## config.mk

```make
export PLATFORM = sky130hd
export DESIGN_NAME = esi_status_core
export DESIGN_NICKNAME = d
export VERILOG_FILES = /design/src/esi_pkg.sv /design/src/esi_status_core.sv
export SDC_FILE = /design/constraint.sdc
export NUM_CORES = 1
export LEC_CHECK = 0
export BUFFER_PORTS_ARGS = -buffer_cell sky130_fd_sc_hd__clkbuf_2
export CAP_MARGIN = 10
export CORE_ASPECT_RATIO = 1.4
export CORE_MARGIN = 2
export CORE_UTILIZATION = 58
export CTS_CLUSTER_DIAMETER = 50
export DETAILED_ROUTE_END_ITERATION = 10
export GPL_TIMING_DRIVEN = 0
export HOLD_SLACK_MARGIN = 0.12
export PLACE_DENSITY = 0.84
export SLEW_MARGIN = 20
export SYNTH_ARGS = -nofsm -noshare
export SYNTH_HDL_FRONTEND = slang
export SYNTH_SLANG_ARGS = --single-unit
```

## constraint.sdc

```tcl
create_clock -name clock_i -period 5.8 [get_ports clock_i]
set_clock_uncertainty 0.2 [all_clocks]
set_input_delay 0.58 -clock clock_i [delete_from_list [all_inputs] [get_ports clock_i]]
set_output_delay 0.58 -clock clock_i [all_outputs]
set_load 0.05 [all_outputs]
```

## src/esi_pkg.sv

```systemverilog
// Purpose: constants and carrier types for the E1 status, mask and counter block
// Assumes: 125 MHz system clock, byte registers on word-aligned Avalon addresses
// Notes:   register byte address is four times the register index
package esi_pkg;
  // register indexes, byte address = index * 4
  localparam logic [5:0] IDX_VC_HIGH  = 6'h00;
  localparam logic [5:0] IDX_VC_LOW   = 6'h01;
  localparam logic [5:0] IDX_CRC_HIGH = 6'h02;
  localparam logic [5:0] IDX_CRC_LOW  = 6'h03;
  localparam logic [5:0] IDX_ALARM    = 6'h06;
  localparam logic [5:0] IDX_EVENT    = 6'h07;
  localparam logic [5:0] IDX_AMASK    = 6'h16;
  localparam logic [5:0] IDX_EMASK    = 6'h17;
  localparam logic [5:0] IDX_CTRL     = 6'h20;
  // control register fields
  localparam int CTRL_FAST_POS  = 7; // fast_period_select
  localparam int CTRL_VTYPE_POS = 6; // violation_type_select
  localparam int CTRL_HDB3_POS  = 2; // rx_hdb3_enable
  localparam int CTRL_FORCE_POS = 0; // clock_loss_pin_force_enable
  // event status field positions
  localparam int EV_RX_CAS_MF  = 7;
  localparam int EV_RX_ALIGN   = 6;
  localparam int EV_TX_MF      = 5;
  localparam int EV_SECOND     = 4;
  localparam int EV_TX_ALIGN   = 3;
  localparam int EV_CLK_LOSS   = 2;
  localparam int EV_RX_CRC4_MF = 1;
  localparam int EV_TX_SLIP    = 0;
  // reset value, violation counter limit and hdb3 zero run
  localparam logic [7:0]  RST_BYTE  = 8'h00;
  localparam logic [15:0] VC_MAX    = 16'hFFFF;
  localparam logic [5:0]  ZERO_RUN2 = 6'h02;
  // timing
  localparam int CLK_PERIOD_NS  = 8;
  localparam int SEC_PERIOD_MS  = 1000;
  localparam int FAST_PERIOD_US = 62500;
  localparam int CLK_LOSS_NS    = 3900;
  localparam int SEC_CYCLES  = SEC_PERIOD_MS * 1000000 / CLK_PERIOD_NS;
  localparam int FAST_CYCLES = FAST_PERIOD_US * 1000 / CLK_PERIOD_NS;
  // least time: round up
  localparam int LOSS_CYCLES = (CLK_LOSS_NS + CLK_PERIOD_NS - 1) / CLK_PERIOD_NS;
  // timing strobes from framer and elastic store
  typedef struct packed {
    logic rx_cas_mf;   // receive multiframe boundary
    logic rx_align;    // receive align frame start
    logic tx_mf;       // transmit multiframe boundary
    logic tx_align;    // transmit align frame start
    logic rx_crc4_mf;  // receive crc4 multiframe boundary
    logic tx_slip;     // transmit slip occurred
  } esi_evt_s;
  // received line symbol
  typedef struct packed {
    logic valid;  // one bit time
    logic pos;    // positive mark
    logic neg;    // negative mark
  } esi_sym_s;
endpackage

```

## src/esi_status_core.sv

```systemverilog
// Purpose: status flags, interrupt masks and error counters of the E1 receiver
// Assumes: strobes arrive on clock_i; transmit clock is asynchronous
// Notes:   flags are write-one-to-clear, a new event beats the clear
// Overview of operation
// - receive multiframe flag set each boundary
// - receive align frame flag each align frame
// - transmit multiframe flag each boundary
// - timer flag each second or 62.5ms
// - transmit align frame flag every 250us
// - clock loss flag after 3.9us idle
// - force pin high when loss and enabled
// - crc4 multiframe flag, 2ms when disabled
// - transmit slip flag on repeat or delete
// - alarm mask bit per alarm flag
// - event mask bit per event flag
// - counters update at each timer boundary
// - 16-bit counter of bipolar violations
// - hdb3 codewords excluded from bipolar count
// - select bit chooses code violation counting
// - violation counter saturates, never rolls
// - 10-bit crc4 error counter
// - crc count halts on fas/crc4 loss
// - violation count high byte 00, low 01
// - event status at 07, fixed bit order
// - alarm status at 06, fixed bit order
// - crc count high bits 02, low 03
//
// Decided for this implementation: the Avalon-MM interface to the registers.
`timescale 1ns/100ps
`default_nettype none
module esi_status_core
  import esi_pkg::*;
#(
  parameter int SEC_COUNT  = SEC_CYCLES,  // one second in cycles
  parameter int FAST_COUNT = FAST_CYCLES  // 62.5ms in cycles
)(
  input  wire logic        clock_i,       // system clock
  input  wire logic        reset_i,       // async reset, high
  input  wire logic        clk_en_i,      // freezes all state when low
  input  wire logic [7:0]  avs_address,   // byte address
  input  wire logic        avs_read,      // read request
  input  wire logic        avs_write,     // write request
  input  wire logic [31:0] avs_writedata, // write data
  input  wire logic [3:0]  avs_byteenable,// lane enables
  output logic [31:0]      avs_readdata,  // read data
  output logic             avs_waitrequest,// stall
  input  wire esi_evt_s    evt_i,         // timing strobes
  input  wire logic        crc4_mode_i,   // crc4 framing on
  input  wire logic [7:0]  alarm_i,       // alarm set pulses
  input  wire esi_sym_s    sym_i,         // line symbols
  input  wire logic        crc_error_i,   // crc4 codeword error
  input  wire logic        fas_sync_lost_i,  // fas level loss
  input  wire logic        crc4_sync_lost_i, // crc4 level loss
  input  wire logic        transmit_clock_input, // async tx clock
  output logic             clock_loss_pin_o, // forced high pin
  output logic             irq_o          // interrupt request
);
  // register state
  logic [7:0]  alarm_status;        // sticky alarm flags
  logic [7:0]  timing_event_status; // sticky event flags
  logic [7:0]  alarm_interrupt_mask;
  logic [7:0]  event_interrupt_mask;
  logic [7:0]  ctrl;                // own control bits
  logic        resp;                // answer cycle
  // counters
  logic [26:0] tmr;                 // period timer
  logic [15:0] vc_run;              // running violations
  logic [15:0] violation_counter;   // held violations
  logic [9:0]  crc_run;             // running crc errors
  logic [9:0]  crc_count;           // held crc errors
  logic [8:0]  loss_cnt;            // tx clock idle time
  // line decode state
  logic        last_pol;            // polarity of last mark
  logic        have_mark;
  logic        last_bpv_pol;        // polarity of last bpv
  logic        have_bpv;
  logic [5:0]  zrun;                // zeros since mark
  // tx clock synchroniser
  logic        tcs1;
  logic        tcs2;
  logic        tcs3;
  logic        tc_level;            // accepted level

  // control bits
  wire fast_period_select    = ctrl[CTRL_FAST_POS];
  wire violation_type_select = ctrl[CTRL_VTYPE_POS];
  wire rx_hdb3_enable        = ctrl[CTRL_HDB3_POS];
  wire clock_loss_pin_force_enable = ctrl[CTRL_FORCE_POS];

  // bus decode
  wire       req     = avs_read | avs_write;
  wire [5:0] idx     = avs_address[7:2];
  wire       do_wr   = clk_en_i & resp & avs_write & avs_byteenable[0];
  wire [7:0] wbyte   = avs_writedata[7:0];
  wire       wr_alm  = do_wr & (idx == IDX_ALARM);
  wire       wr_evt  = do_wr & (idx == IDX_EVENT);
  wire       wr_am   = do_wr & (idx == IDX_AMASK);
  wire       wr_em   = do_wr & (idx == IDX_EMASK);
  wire       wr_ctl  = do_wr & (idx == IDX_CTRL);
  assign avs_waitrequest = req & ~resp;

  // timer boundary
  wire [26:0] period  = fast_period_select ? 27'(FAST_COUNT) : 27'(SEC_COUNT);
  wire        tmr_end = (tmr == period - 27'h1) | (tmr >= period);
  wire        tick    = clk_en_i & tmr_end;

  // violation classification
  wire mark   = sym_i.valid & (sym_i.pos ^ sym_i.neg);
  wire bpv    = mark & have_mark & (sym_i.pos == last_pol);
  wire hdb3cw = rx_hdb3_enable & (zrun >= ZERO_RUN2);
  wire cv     = bpv & have_bpv & (sym_i.pos == last_bpv_pol);
  wire v_evt  = violation_type_select ? cv : (bpv & ~hdb3cw);
  wire vc_sat = (vc_run == VC_MAX);

  // crc counting allowed
  wire crc_evt = crc_error_i & ~fas_sync_lost_i & ~crc4_sync_lost_i;

  // tx clock transition and loss
  wire tc_edge   = (tcs2 == tcs3) & (tcs3 != tc_level);
  wire loss_hit  = (loss_cnt == 9'(LOSS_CYCLES - 1)) & ~tc_edge;

  // event set vector
  wire crc4_mf_src = crc4_mode_i ? evt_i.rx_crc4_mf : evt_i.rx_cas_mf;
  wire [7:0] ev_set = {evt_i.rx_cas_mf,
                       evt_i.rx_align,
                       evt_i.tx_mf,
                       tmr_end,
                       evt_i.tx_align,
                       loss_hit,
                       crc4_mf_src,
                       evt_i.tx_slip};

  // next flag values, set beats clear
  wire [7:0] next_alarm = (alarm_status & ~(wr_alm ? wbyte : 8'h00)) | alarm_i;
  wire [7:0] next_event =
    (timing_event_status & ~(wr_evt ? wbyte : 8'h00)) | ev_set;

  // read mux
  logic [7:0] rbyte;
  always_comb
  begin
    unique case (idx)
      IDX_VC_HIGH:  rbyte = violation_counter[15:8];
      IDX_VC_LOW:   rbyte = violation_counter[7:0];
      IDX_CRC_HIGH: rbyte = {6'h00, crc_count[9:8]};
      IDX_CRC_LOW:  rbyte = crc_count[7:0];
      IDX_ALARM:    rbyte = alarm_status;
      IDX_EVENT:    rbyte = timing_event_status;
      IDX_AMASK:    rbyte = alarm_interrupt_mask;
      IDX_EMASK:    rbyte = event_interrupt_mask;
      IDX_CTRL:     rbyte = ctrl;
      default:      rbyte = 8'h00;                    // unmapped
    endcase
  end

  // bus handshake, one wait cycle
  always_ff @(posedge clock_i or posedge reset_i)
  begin
    if (reset_i)
    begin
      resp         <= 1'b0;
      avs_readdata <= 32'h0000_0000;
    end
    else if (clk_en_i)
    begin
      resp         <= req & ~resp;
      avs_readdata <= {24'h00_0000, rbyte};
    end
  end

  // writable registers and flags
  always_ff @(posedge clock_i or posedge reset_i)
  begin
    if (reset_i)
    begin
      alarm_status         <= RST_BYTE;
      timing_event_status  <= RST_BYTE;
      alarm_interrupt_mask <= RST_BYTE;
      event_interrupt_mask <= RST_BYTE;
      ctrl                 <= RST_BYTE;
    end
    else if (clk_en_i)
    begin
      alarm_status        <= next_alarm;
      timing_event_status <= next_event;
      if (wr_am)
        alarm_interrupt_mask <= wbyte;
      if (wr_em)
        event_interrupt_mask <= wbyte;
      if (wr_ctl)
        ctrl <= wbyte;
    end
  end

  // period timer and counter update
  always_ff @(posedge clock_i or posedge reset_i)
  begin
    if (reset_i)
    begin
      tmr               <= 27'h000_0000;
      vc_run            <= 16'h0000;
      violation_counter <= 16'h0000;
      crc_run           <= 10'h000;
      crc_count         <= 10'h000;
    end
    else if (clk_en_i)
    begin
      if (tmr_end)
      begin
        tmr               <= 27'h000_0000;
        violation_counter <= vc_run;
        crc_count         <= crc_run;
        vc_run            <= {15'h0000, v_evt};
        crc_run           <= {9'h000, crc_evt};
      end
      else
      begin
        tmr <= tmr + 27'h1;
        if (v_evt & ~vc_sat)
          vc_run <= vc_run + 16'h1;
        if (crc_evt)
          crc_run <= crc_run + 10'h1;
      end
    end
  end

  // line polarity tracking
  always_ff @(posedge clock_i or posedge reset_i)
  begin
    if (reset_i)
    begin
      last_pol     <= 1'b0;
      have_mark    <= 1'b0;
      last_bpv_pol <= 1'b0;
      have_bpv     <= 1'b0;
      zrun         <= 6'h00;
    end
    else if (clk_en_i & sym_i.valid)
    begin
      if (mark)
      begin
        last_pol  <= sym_i.pos;
        have_mark <= 1'b1;
        zrun      <= 6'h00;
      end
      else if (zrun != 6'h3F)
        zrun <= zrun + 6'h01;
      if (bpv)
      begin
        last_bpv_pol <= sym_i.pos;
        have_bpv     <= 1'b1;
      end
    end
  end

  // tx clock sync and idle watch
  always_ff @(posedge clock_i or posedge reset_i)
  begin
    if (reset_i)
    begin
      tcs1     <= 1'b0;
      tcs2     <= 1'b0;
      tcs3     <= 1'b0;
      tc_level <= 1'b0;
      loss_cnt <= 9'h000;
    end
    else if (clk_en_i)
    begin
      tcs1 <= transmit_clock_input;
      tcs2 <= tcs1;
      tcs3 <= tcs2;
      if (tc_edge)
      begin
        tc_level <= tcs3;
        loss_cnt <= 9'h000;
      end
      else if (loss_cnt != 9'(LOSS_CYCLES - 1))
        loss_cnt <= loss_cnt + 9'h001;
    end
  end

  // outputs
  assign clock_loss_pin_o = timing_event_status[EV_CLK_LOSS]
                          & clock_loss_pin_force_enable;
  assign irq_o = |(alarm_status & alarm_interrupt_mask)
               | |(timing_event_status & event_interrupt_mask);
endmodule
`default_nettype wire

```

==> results.json, run 1 <==
{
  "status": "finished, final reports clean",
  "finalMaxSlewViolations": 0,
  "clk_path_buf_depth": 2,
  "die_h_um": 143,
  "drive_gt1_frac": 0.179,
  "grt_pass1_wl_um": 34300,
  "p_leak_nw": 4.36,
  "core_area_um2": 13500,
  "multi_input_area_um2": 3940,
  "crit_chain": "inv_2 -> ha_1 -> a31o_2 -> a2111oi_1 -> o221ai_1 -> o21ai_0 -> a211oi_1",
  "setup-violations-final": 0,
  "cts.clk_slew.worst_paths_ns": 0.07,
  "period_needed_ns": 3.60,
  "crit_slowest_cell": "o21ai_0",
  "arrival_ns": 3.66,
  "p_seq_frac": 0.468,
  "post-place-cells": 1046,
  "synth_seq_cells": 151,
  "synth_cells": 789,
  "post-route-drc-count": 0,
  "worstSkewPairLatency_ns": 0.43,
  "clock.fmax_mhz": 278,
  "drt_wl_total_um": 20900,
  "post-route-period-util": 0.620,
  "setup_ws_ns": 2.20,
  "synth_edf_count": 0,
  "slowest_delay_ns": 0.73,
  "ys_dominant_reg_cell": "dfrtp_1",
  "final_nets": 974,
  "dieArea_um2": 14800,
  "place_ws_ns": 2.31,
  "crit_fanout": 11,
  "hold_violations": 0,
  "maxCapViolCount": 0,
  "netlist-cell-type-count": 63,
  "hold_class": "input pin to register",
  "htree_num_levels": 4,
  "seq_area_frac_synth": 0.470,
  "grt_start_max_net_pins": 82,
  "cts_buffers": 17,
  "wl_per_cell_um": 19.4,
  "clkPwrFrac": 0.388,
  "p_int_mw": 1.91,
  "place_hpwl_um": 14700,
  "crit_required_ns": 5.87,
  "p_per_area_nw_per_um2": 294,
  "critPathKind": "register to register",
  "globalplace.congestion": 0.962,
  "antenna_cells": 0,
  "fin_cells": 1079,
  "ys_async_sr_fraction": 1.00,
  "ff_latch_area_um2": 3780,
  "ys.warnings.count": 0,
  "synth.area.top_cells": "dfrtp_1 47%, mux2_2 4.3%, nand2_1 3.9%",
  "fp.dieW_um": 104,
  "rows": 50,
  "cts_root_buffer": "clkbuf_16",
  "switchingPower_mw": 0.804,
  "combPwrFrac": 0.144,
  "initial_core_util": 0.598,
  "final_util": 0.686,
  "viasPerCell": 6.25,
  "vias": 6749,
  "cp-start-kind": "register",
  "avgSynthCellArea_um2": 10.2,
  "grt_overflow": 0,
  "io_buffers": 51,
  "grt_pass1_vias": 6726,
  "synthesis.area_um2": 8040,
  "boundaryPins": 106,
  "fillers": 996,
  "first_pass_iters": 5,
  "tns_ns": 0,
  "grt_usage": 0.297,
  "rsz0062_at_grt": "false",
  "cts_num_sinks": 151,
  "ant_nets": 0,
  "yosysTopAreaCell": "dfrtp_1",
  "antenna_found_initial": 0,
  "cts_tree": "built",
  "slew_headroom": 0.420,
  "area_growth_pct": 14.7,
  "irDropWorstVdd_mv": 0.182,
  "worstMarginPinSlew_ns": 0.869,
  "synth_top_area_frac": 0.470,
  "drtIter0Drc": 608,
  "swShare": 0.297,
  "critPathCaptureType": "register"
}
Yosys cell counts, types with 3 or more instances:
master     instances
xor2_1            19
a221oi_1          12
nor2_1            63
nor4_1             3
and4_1             5
a21o_1             3
nand2b_1           7
a21boi_0           3
dfrtp_1          151
a211o_1            4
o22ai_1           15
mux2i_1           22
o311ai_1           4
nor3_1            11
or4_1              4
a21oi_1           14
mux2_2            31
buf_2              5
inv_1             19
or3_1              8
buf_4             29
o2bb2ai_1          3
ha_1              19
and3_1            11
and2_1             4
clkbuf_1          20
a22o_1            30
xnor2_1           13
o21ai_0           19
nand2_1           83
o311ai_0           3
a31oi_1           12
mux2_1            26
nand4_1           30
nor2b_1            4
nand3_1           41
power groups by stage:
| stage | Combinational, mW | Sequential, mW | Clock (mW) |
|---|---|---|---|
| 2_1_floorplan | 0.299 | 1.24 | 0 |
| 3_3_place_gp | 0.369 | 1.28 | 0 |
| 3_5_place_dp | 0.385 | 1.28 | 0 |
| 4_1_cts | 0.389 | 1.26 | 1.06 |
| 5_1_grt | 0.435 | 1.28 | 1.10 |
| 6_report | 0.390 | 1.27 | 1.05 |
layout by cell type, fill, tap and decap left out, types with 4 or more instances in the layout:
master     Yosys  final
buf_2          5      5
ha_1          19     19
o22ai_1       15     15
mux2_1        26     26
o311ai_1       4      4
nand2b_1       7      7
inv_1         19     18
mux2i_1       22     22
clkbuf_2       0     51
or4_1          4      4
nor2_1        63     63
buf_4         29     29
nor2b_1        4      4
clkbuf_1      20     21
mux2_2        31     31
xnor2_1       13     13
or3_1          8      8
clkinv_2       0      5
and2_1         4      4
a211o_1        4      4
a22o_1        30     30
a221oi_1      12     12
and4_1         5      5
nand3_1       41     41
clkbuf_16      0     17
o21ai_0       19     19
xor2_1        19     19
dfrtp_1      151    151
conb_1         1     24
a21oi_1       14     14
nor3_1        11     11
and3_1        11     11
a31oi_1       12     12
nand2_1       83     83
nand4_1       30     30
metal layers:
metal | track usage | up-vias | share of wire
met4 | 0.238 | 0 | 0.076
li1 | - | 3049 | -
met2 | 0.512 | 276 | 0.50
met5 | 0 | - | 0
met1 | 0.318 | 3325 | 0.37
met3 | 0.0617 | 99 | 0.051
worst max-delay path, delay by kind of cell (launching register included):
kind | cells | cell delay, ns
buf+inv | 1 | 0.16
compound gates | 5 | 2.06
flops | 1 | 0.66
fa+ha+maj | 1 | 0.34
worst paths after layout:
check,from,to,slack [ns],depth (start not counted)
worst max-delay path,ctrl[7]$_DFFE_PP0P_,vc_run[0]$_DFFE_PP0P_,2.20,7
worst min-delay path,evt_i[4],timing_event_status[6]$_DFFE_PP0P_,0.18,2
worst max register to register,ctrl[7]$_DFFE_PP0P_,vc_run[0]$_DFFE_PP0P_,2.20,7
worst min register to register,have_bpv$_DFFE_PP0P_,have_bpv$_DFFE_PP0P_,0.27,1
max in group asynchronous,reset_i,violation_counter[1]$_DFFE_PP0P_,4.06,4
min in group asynchronous,reset_i,timing_event_status[6]$_DFFE_PP0P_,0.56,3
layout make-up:
type / instances / share of cell area
Buffer: 57 / 0.0365
Clock buffer: 20 / 0.0495
Clock inverter: 12 / 0.0113
Inverter: 21 / 0.00936
Multi-Input combinational cell: 583 / 0.427
Sequential cell: 151 / 0.410
Tap cell: 182 / 0.0247
Timing Repair Buffer: 53 / 0.0317
registers in the layout, indices dropped and copies added (netlist names):
register / cells
alarm_status: 8
tc_level: 1
crc_count: 10
event_interrupt_mask: 8
have_bpv: 1
tmr: 27
loss_cnt: 9
vc_run: 16
violation_counter: 16
avs_readdata: 8
timing_event_status: 8
zrun: 6
tcs1: 1
last_bpv_pol: 1
alarm_interrupt_mask: 8
resp: 1
tcs3: 1
crc_run: 10
tcs2: 1
have_mark: 1
last_pol: 1
ctrl: 8
stage by stage:
step / power (mW) / instance area (um2) / hold WS, ns
after floorplan: 1.54 / 8130 / 0.234
after detailed placement: 1.66 / 8650 / 0.254
final: 2.71 / 9220 / 0.177
after CTS: 2.71 / 9220 / 0.170
after global routing: 2.82 / 9220 / 0.176
after global placement: 1.65 / 8610 / 0.248
what timing repair did:
item | CTS | global route
hold endpoints to repair | 70 | 0
hold buffers | 1 | 0
setup buffers | 0 | 0
resized for setup | 0 | 0
cell families (layout without fill, tap and decap cells):
family | Yosys count | in the layout | share of synthesized area
DFF | 151 | 151 | 0.470
adders and majority gates | 19 | 19 | 0.0296
buffers and inverters | 78 | 163 | 0.0516
AOI/OAI and AO/OA | 145 | 145 | 0.133
other | 1 | 24 | 0.000466
and+or+nand+nor | 284 | 284 | 0.173
muxes | 79 | 79 | 0.107
xor gates and xnor gates | 32 | 32 | 0.0348
Note: power is estimated with default switching activity, not from simulation.
==> inputs of run 2 (changes only) <==
--- a/config.mk
+++ b/config.mk
@@ -5,16 +5,17 @@
 export SDC_FILE = /design/constraint.sdc
 export NUM_CORES = 1
 export LEC_CHECK = 0
+export ABC_AREA = 1
 export BUFFER_PORTS_ARGS = -buffer_cell sky130_fd_sc_hd__clkbuf_2
 export CAP_MARGIN = 10
 export CORE_ASPECT_RATIO = 1.4
 export CORE_MARGIN = 2
-export CORE_UTILIZATION = 58
+export CORE_UTILIZATION = 53
 export CTS_CLUSTER_DIAMETER = 50
 export DETAILED_ROUTE_END_ITERATION = 10
 export GPL_TIMING_DRIVEN = 0
 export HOLD_SLACK_MARGIN = 0.12
-export PLACE_DENSITY = 0.84
+export PLACE_DENSITY = 0.81
 export SLEW_MARGIN = 20
 export SYNTH_ARGS = -nofsm -noshare
 export SYNTH_HDL_FRONTEND = slang
==> constraint.sdc (replaced) <==
create_clock -name clock_i -period 2.9 [get_ports clock_i]
set_clock_uncertainty 0.2 [all_clocks]
set_input_delay 0.29 -clock clock_i [delete_from_list [all_inputs] [get_ports clock_i]]
set_output_delay 0.29 -clock clock_i [all_outputs]
set_load 0.05 [all_outputs]
==> results.json, run 2 <==
{
  "status": "finished, final reports clean",
  "cp-start-kind": "register",
  "maxCapViolCount": 0,
  "wl_per_cell_um": 15.1,
  "wl_met3_um": 1200,
  "final_common_cell": "nand2_1",
  "rsz0062_at_grt": "false",
  "yosysMostFrequentCell": "nand2_1",
  "post-route-period-util": 0.929,
  "fin_area_um2": 10400,
  "synth_edf_count": 0,
  "crit_required_ns": 3.06,
  "drtIter0Drc": 505,
  "die_h_um": 155,
  "period_needed_ns": 2.69,
  "place_hpwl_um": 16400,
  "area_growth_pct": 20.7,
  "largestRegisters": "tmr x27, vc_run x16, violation_counter x16",
  "viasPerCell": 5.41,
  "cts_root_buffer": "clkbuf_16",
  "hold_class": "input pin to register",
  "hold_violations": 0,
  "setup_ws_ns": 0.205,
  "htree_num_levels": 4,
  "ys_async_sr_fraction": 1.00,
  "largest_register_ffs": 27,
  "core_area_um2": 16000,
  "finalMaxSlewViolations": 0,
  "top_register": "tmr",
  "wl_met1_um": 8920,
  "fp.dieW_um": 112,
  "top_layer": "met4",
  "irDropWorstVdd_mv": 0.379,
  "synth_seq_cells": 151,
  "grt_pass1_vias": 7904,
  "placed_area_um2": 9300,
  "p_per_area_nw_per_um2": 547,
  "critPathKind": "register to register",
  "ant_nets": 0,
  "seq_area_frac_synth": 0.440,
  "worstMarginPinSlew_ns": 0.650,
  "grt_pass1_wl_um": 37500,
  "boundaryPins": 106,
  "critPathCaptureType": "register",
  "final_util": 0.646,
  "arrival_ns": 2.85,
  "cts_buffers": 17,
  "ys_dominant_reg_cell": "dfrtp_1",
  "netlist-cell-type-count": 44,
  "avgSynthCellArea_um2": 7.57,
  "cts_num_sinks": 151,
  "cts_tree": "built",
  "p_leak_nw": 5.17,
  "first_pass_iters": 5,
  "grt_usage": 0.273,
  "drt_wl_total_um": 22500,
  "globalplace.congestion": 0.944,
  "fillers": 1351,
  "rows": 55,
  "synth_top_area_frac": 0.440,
  "post-route-drc-count": 0,
  "synth.area.top_cells": "dfrtp_1 44%, nand2_1 15%, inv_1 5.8%",
  "ys.warnings.count": 0,
  "cts.clk_slew.worst_paths_ns": 0.06,
  "wl_met2_um": 11400,
  "synthesis.area_um2": 8580,
  "worstSkewPairLatency_ns": 0.43,
  "grt_overflow": 0,
  "grt_start_max_net_pins": 35,
  "setup-violations-final": 0,
  "synthTopCellsByCount": "346 x nand2_1, 151 x dfrtp_1, 132 x inv_1",
  "post-place-cells": 1412,
  "totalPowerFinal_mw": 5.66,
  "crit_fanout": 10,
  "dieArea_um2": 17200,
  "initial_core_util": 0.535,
  "final_cell_mix": "346 x nand2_1, 150 x dfrtp_1, 130 x inv_1",
  "antenna_found_initial": 0,
  "place_ws_ns": -0.300,
  "synth_cells": 1133,
  "drive_gt1_frac": 0.130,
  "antenna_cells": 0,
  "clock.fmax_mhz": 371,
  "clk_path_buf_depth": 2,
  "vias": 8049,
  "yosysTopAreaCell": "dfrtp_1",
  "slew_headroom": 0.567,
  "fin_cells": 1488,
  "final_nets": 1366,
  "io_buffers": 52
}
==> run 2: changes by cell type after synthesis, moves of 13 or more <==
cell	before	now
nand2_1	83	346
inv_1	19	132
o21ai_0	19	80
nand3_1	41	75
mux2_2	31	1
nor2_1	63	92
a22o_1	30	3
mux2_1	26	0
mux2i_1	22	0
o22ai_1	15	2
==> run 2: final cells by class <==
type                            count  area (um2)  area share
Clock buffer                       20         457      0.0441
Tap cell                          199         249      0.0240
Multi-Input combinational cell    813        4020       0.388
Inverter                          142         542      0.0523
Timing Repair Buffer              101         806      0.0778
Buffer                             50         347      0.0334
Clock inverter                     12         165      0.0159
Sequential cell                   151        3780       0.365
==> run 2: worst max-delay path: stages, from the launching register on <==
cell and delay (ns):
dfrtp_2 0.42, buf_4 0.20, ha_1 0.33, a21oi_1 0.17, nand2_1 0.09, nand2_1 0.06, nand2_1 0.08, a21oi_2 0.18
nand4_4 0.16, nand2_4 0.12, clkinv_2 0.20, clkbuf_4 0.27, nor2_1 0.13
==> run 2: routing by layer <==
layer,GRT usage,up-vias
li1,-,3878
met1,0.325,3772
met2,0.476,323
met3,0.0447,76
met4,0.144,0
met5,0,-
==> run 2: worst paths after layout <==
| path | from | end | slack [ns] | depth (start not counted) |
|---|---|---|---|---|
| worst max-delay path | ctrl[7]$_DFFE_PP0P_ | tmr[26]$_DFFE_PP0P_ | 0.21 | 12 |
| worst min-delay path | clk_en_i | last_pol$_DFFE_PP0P_ | 0.18 | 5 |
| worst max register to register | ctrl[7]$_DFFE_PP0P_ | tmr[26]$_DFFE_PP0P_ | 0.21 | 12 |
| worst min register to register | have_bpv$_DFFE_PP0P_ | have_bpv$_DFFE_PP0P_ | 0.26 | 2 |
| max in group asynchronous | reset_i | crc_count[5]$_DFFE_PP0P_ | 1.38 | 6 |
| min in group asynchronous | reset_i | tmr[18]$_DFFE_PP0P_ | 0.23 | 3 |
==> run 2: what timing repair did <==
item,CTS,global route
endpoints found under the hold margin,110,0
pin swaps,0,1
gates resized for setup,2,4
buffers inserted,2,2
setup endpoints to repair,78,39
hold buffers,40,0
==> run 2: cell families after synthesis <==
kind of cell,share of synthesized area
AO/OA/AOI/OAI,0.0951
XOR/XNOR,0.0367
adder cells (fa/ha/maj),0.0277
buffers and inverters,0.102
flip-flops,0.440
multiplexers,0.00131
other,0.000437
AND/OR/NAND/NOR,0.296
==> run 2: power by group <==
group          switching [mW]  internal [mW]  total [mW]  leakage, nW
Clock                   0.929           1.41        2.34        0.294
Combinational           0.581          0.333       0.914         2.90
Sequential              0.150           2.26        2.41         1.97
Total                    1.66           4.00        5.66         5.17
==> run 2: stage by stage <==
| stage | TNS [ns] | hold slack (ns) |
|---|---|---|
| after floorplan | 0 | 0.207 |
| after global placement | -76.80 | 0.233 |
| after detailed placement | -13.06 | 0.149 |
| after CTS | 0 | 0.162 |
| after global routing | 0 | 0.195 |
| final | 0 | 0.177 |
==> inputs of run 3 (changes only) <==
--- a/config.mk
+++ b/config.mk
@@ -5,10 +5,8 @@
 export SDC_FILE = /design/constraint.sdc
 export NUM_CORES = 1
 export LEC_CHECK = 0
-export ABC_AREA = 1
 export BUFFER_PORTS_ARGS = -buffer_cell sky130_fd_sc_hd__clkbuf_2
 export CAP_MARGIN = 10
-export CORE_ASPECT_RATIO = 1.4
 export CORE_MARGIN = 2
 export CORE_UTILIZATION = 53
 export CTS_CLUSTER_DIAMETER = 50
==> results.json, run 3 (synthesis results as in run 1) <==
{
  "p_leak_nw": 4.60,
  "clkPwrFrac": 0.390,
  "top_register": "tmr",
  "final_util": 0.664,
  "combPwrFrac": 0.156,
  "viasPerCell": 6.20,
  "ant_nets": 0,
  "globalplace.congestion": 0.874,
  "cp-start-kind": "register",
  "grt_overflow": 0,
  "cts_root_buffer": "clkbuf_16",
  "slew_headroom": 0.480,
  "p_int_mw": 3.97,
  "cts.clk_slew.worst_paths_ns": 0.06,
  "worstSkewPairLatency_ns": 0.43,
  "cts_tree": "built",
  "totalPowerFinal_mw": 5.59,
  "hold_violations": 0,
  "largestRegisters": "tmr x27, vc_run x16, violation_counter x16",
  "grt_start_max_net_pins": 34,
  "largest_register_ffs": 27,
  "die_h_um": 127,
  "hold_class": "input pin to register",
  "htree_num_levels": 4,
  "boundaryPins": 106,
  "grt_pass1_vias": 6762,
  "vias": 7050,
  "clock.fmax_mhz": 338,
  "area_growth_pct": 24.1,
  "crit_fanout": 6,
  "wl_per_cell_um": 19.6,
  "failed_checks": "negative setup slack",
  "place_hpwl_um": 13800,
  "clk_path_buf_depth": 2,
  "critPathKind": "register to register",
  "switchingPower_mw": 1.62,
  "final_nets": 1027,
  "r2r_slack_ns": -0.06,
  "drtIter0Drc": 742,
  "fp.dieW_um": 127,
  "first_pass_iters": 6,
  "fin_cells": 1137,
  "rsz0062_at_grt": "true",
  "io_buffers": 51,
  "multi_input_area_um2": 4090,
  "post-route-drc-count": 0,
  "post-route-period-util": 1.02,
  "core_area_um2": 15000,
  "ff_latch_area_um2": 3780,
  "drive_gt1_frac": 0.203,
  "status": "finished with violations",
  "critPathCaptureType": "register",
  "period_needed_ns": 2.96,
  "swShare": 0.290,
  "maxCapViolCount": 0,
  "arrival_ns": 3.07,
  "final_common_cell": "dfrtp_1",
  "crit_required_ns": 3.01,
  "cts_buffers": 17,
  "irDropWorstVdd_mv": 0.499,
  "p_seq_frac": 0.454,
  "antenna_found_initial": 0,
  "rows": 45,
  "grt_usage": 0.283,
  "post-place-cells": 1056,
  "setup_ws_ns": -0.0594,
  "antenna_cells": 0,
  "drt_wl_total_um": 22300,
  "cts_num_sinks": 151,
  "worstMarginPinSlew_ns": 0.779,
  "grt_pass1_wl_um": 35500,
  "tns_ns": -1.06,
  "setup-violations-final": 36,
  "dieArea_um2": 16200,
  "final_cell_mix": "150 x dfrtp_1, 83 x nand2_1, 63 x nor2_1",
  "p_per_area_nw_per_um2": 560,
  "initial_core_util": 0.535,
  "finalMaxSlewViolations": 0,
  "fillers": 1040
}
## run 3: final cells by class
| cell class | count | area share |
|---|---|---|
| sequential | 151 | 0.379 |
| tap | 188 | 0.0236 |
| clock buffer | 22 | 0.0475 |
| timing repair buffer | 108 | 0.0868 |
| clock inverter | 9 | 0.0100 |
| inverter | 21 | 0.00852 |
| multi-input combinational | 583 | 0.410 |
| buffer | 55 | 0.0351 |
## run 3: path summary, 6_finish.rpt
path                       cells after the start                startpoint                          endpoint
setup / recovery                              10       ctrl[7]$_DFFE_PP0P_  violation_counter[3]$_DFFE_PP0P_
hold / removal                                 3               crc_error_i            crc_run[0]$_DFFE_PP0P_
setup reg to reg                              10       ctrl[7]$_DFFE_PP0P_  violation_counter[3]$_DFFE_PP0P_
hold reg to reg                                1  crc_count[0]$_DFFE_PP0P_          crc_count[0]$_DFFE_PP0P_
max in group asynchronous                      6                   reset_i               tmr[12]$_DFFE_PP0P_
min in group asynchronous                      3                   reset_i       avs_readdata[6]$_DFFE_PP0P_
## run 3: stage by stage
step | area [um2] | setup slack [ns] | hold slack, ns
floorplan | 8130 | 0.0327 | 0.200
finish | 9990 | -0.0594 | 0.148
global route | 9990 | -0.156 | 0.146
detailed placement | 8720 | -0.621 | 0.0368
global placement | 8620 | -0.585 | 0.244
CTS | 9890 | 0.00153 | 0.130
## run 3: repair_timing
| item | in CTS | in global routing |
|---|---|---|
| gates resized for setup | 22 | 15 |
| endpoints found under the setup margin | 80 | 78 |
| pin swaps | 4 | 1 |
| hold endpoints to repair | 138 | 0 |
| cloned | 1 | 0 |
| buffers inserted | 7 | 3 |
| hold buffers | 42 | 0 |
## run 3: worst max-delay path, cell delays in order, from the launching register on
cell       delay [ns]
dfrtp_2          0.52
buf_6            0.19
ha_1             0.19
a31o_2           0.26
a2111oi_4        0.39
o221a_1          0.26
buf_6            0.13
a21oi_4          0.06
buf_12           0.15
buf_4            0.16
mux2_1           0.31
## run 3: power groups by stage
stage               sequential, mW  combinational (mW)  clock [mW]
floorplan                     2.49               0.599           0
global placement              2.55               0.738           0
detailed placement            2.55               0.780           0
CTS                           2.52               0.837        2.18
global route                  2.56               0.969        2.29
finish                        2.54               0.872        2.18
## run 3: metal layers
metal	GRT usage	share of wire	up-vias
met2	0.455	0.49	367
met1	0.365	0.39	3455
met5	0	0	-
met4	0.120	0.032	0
li1	-	-	3149
met3	0.0737	0.085	79
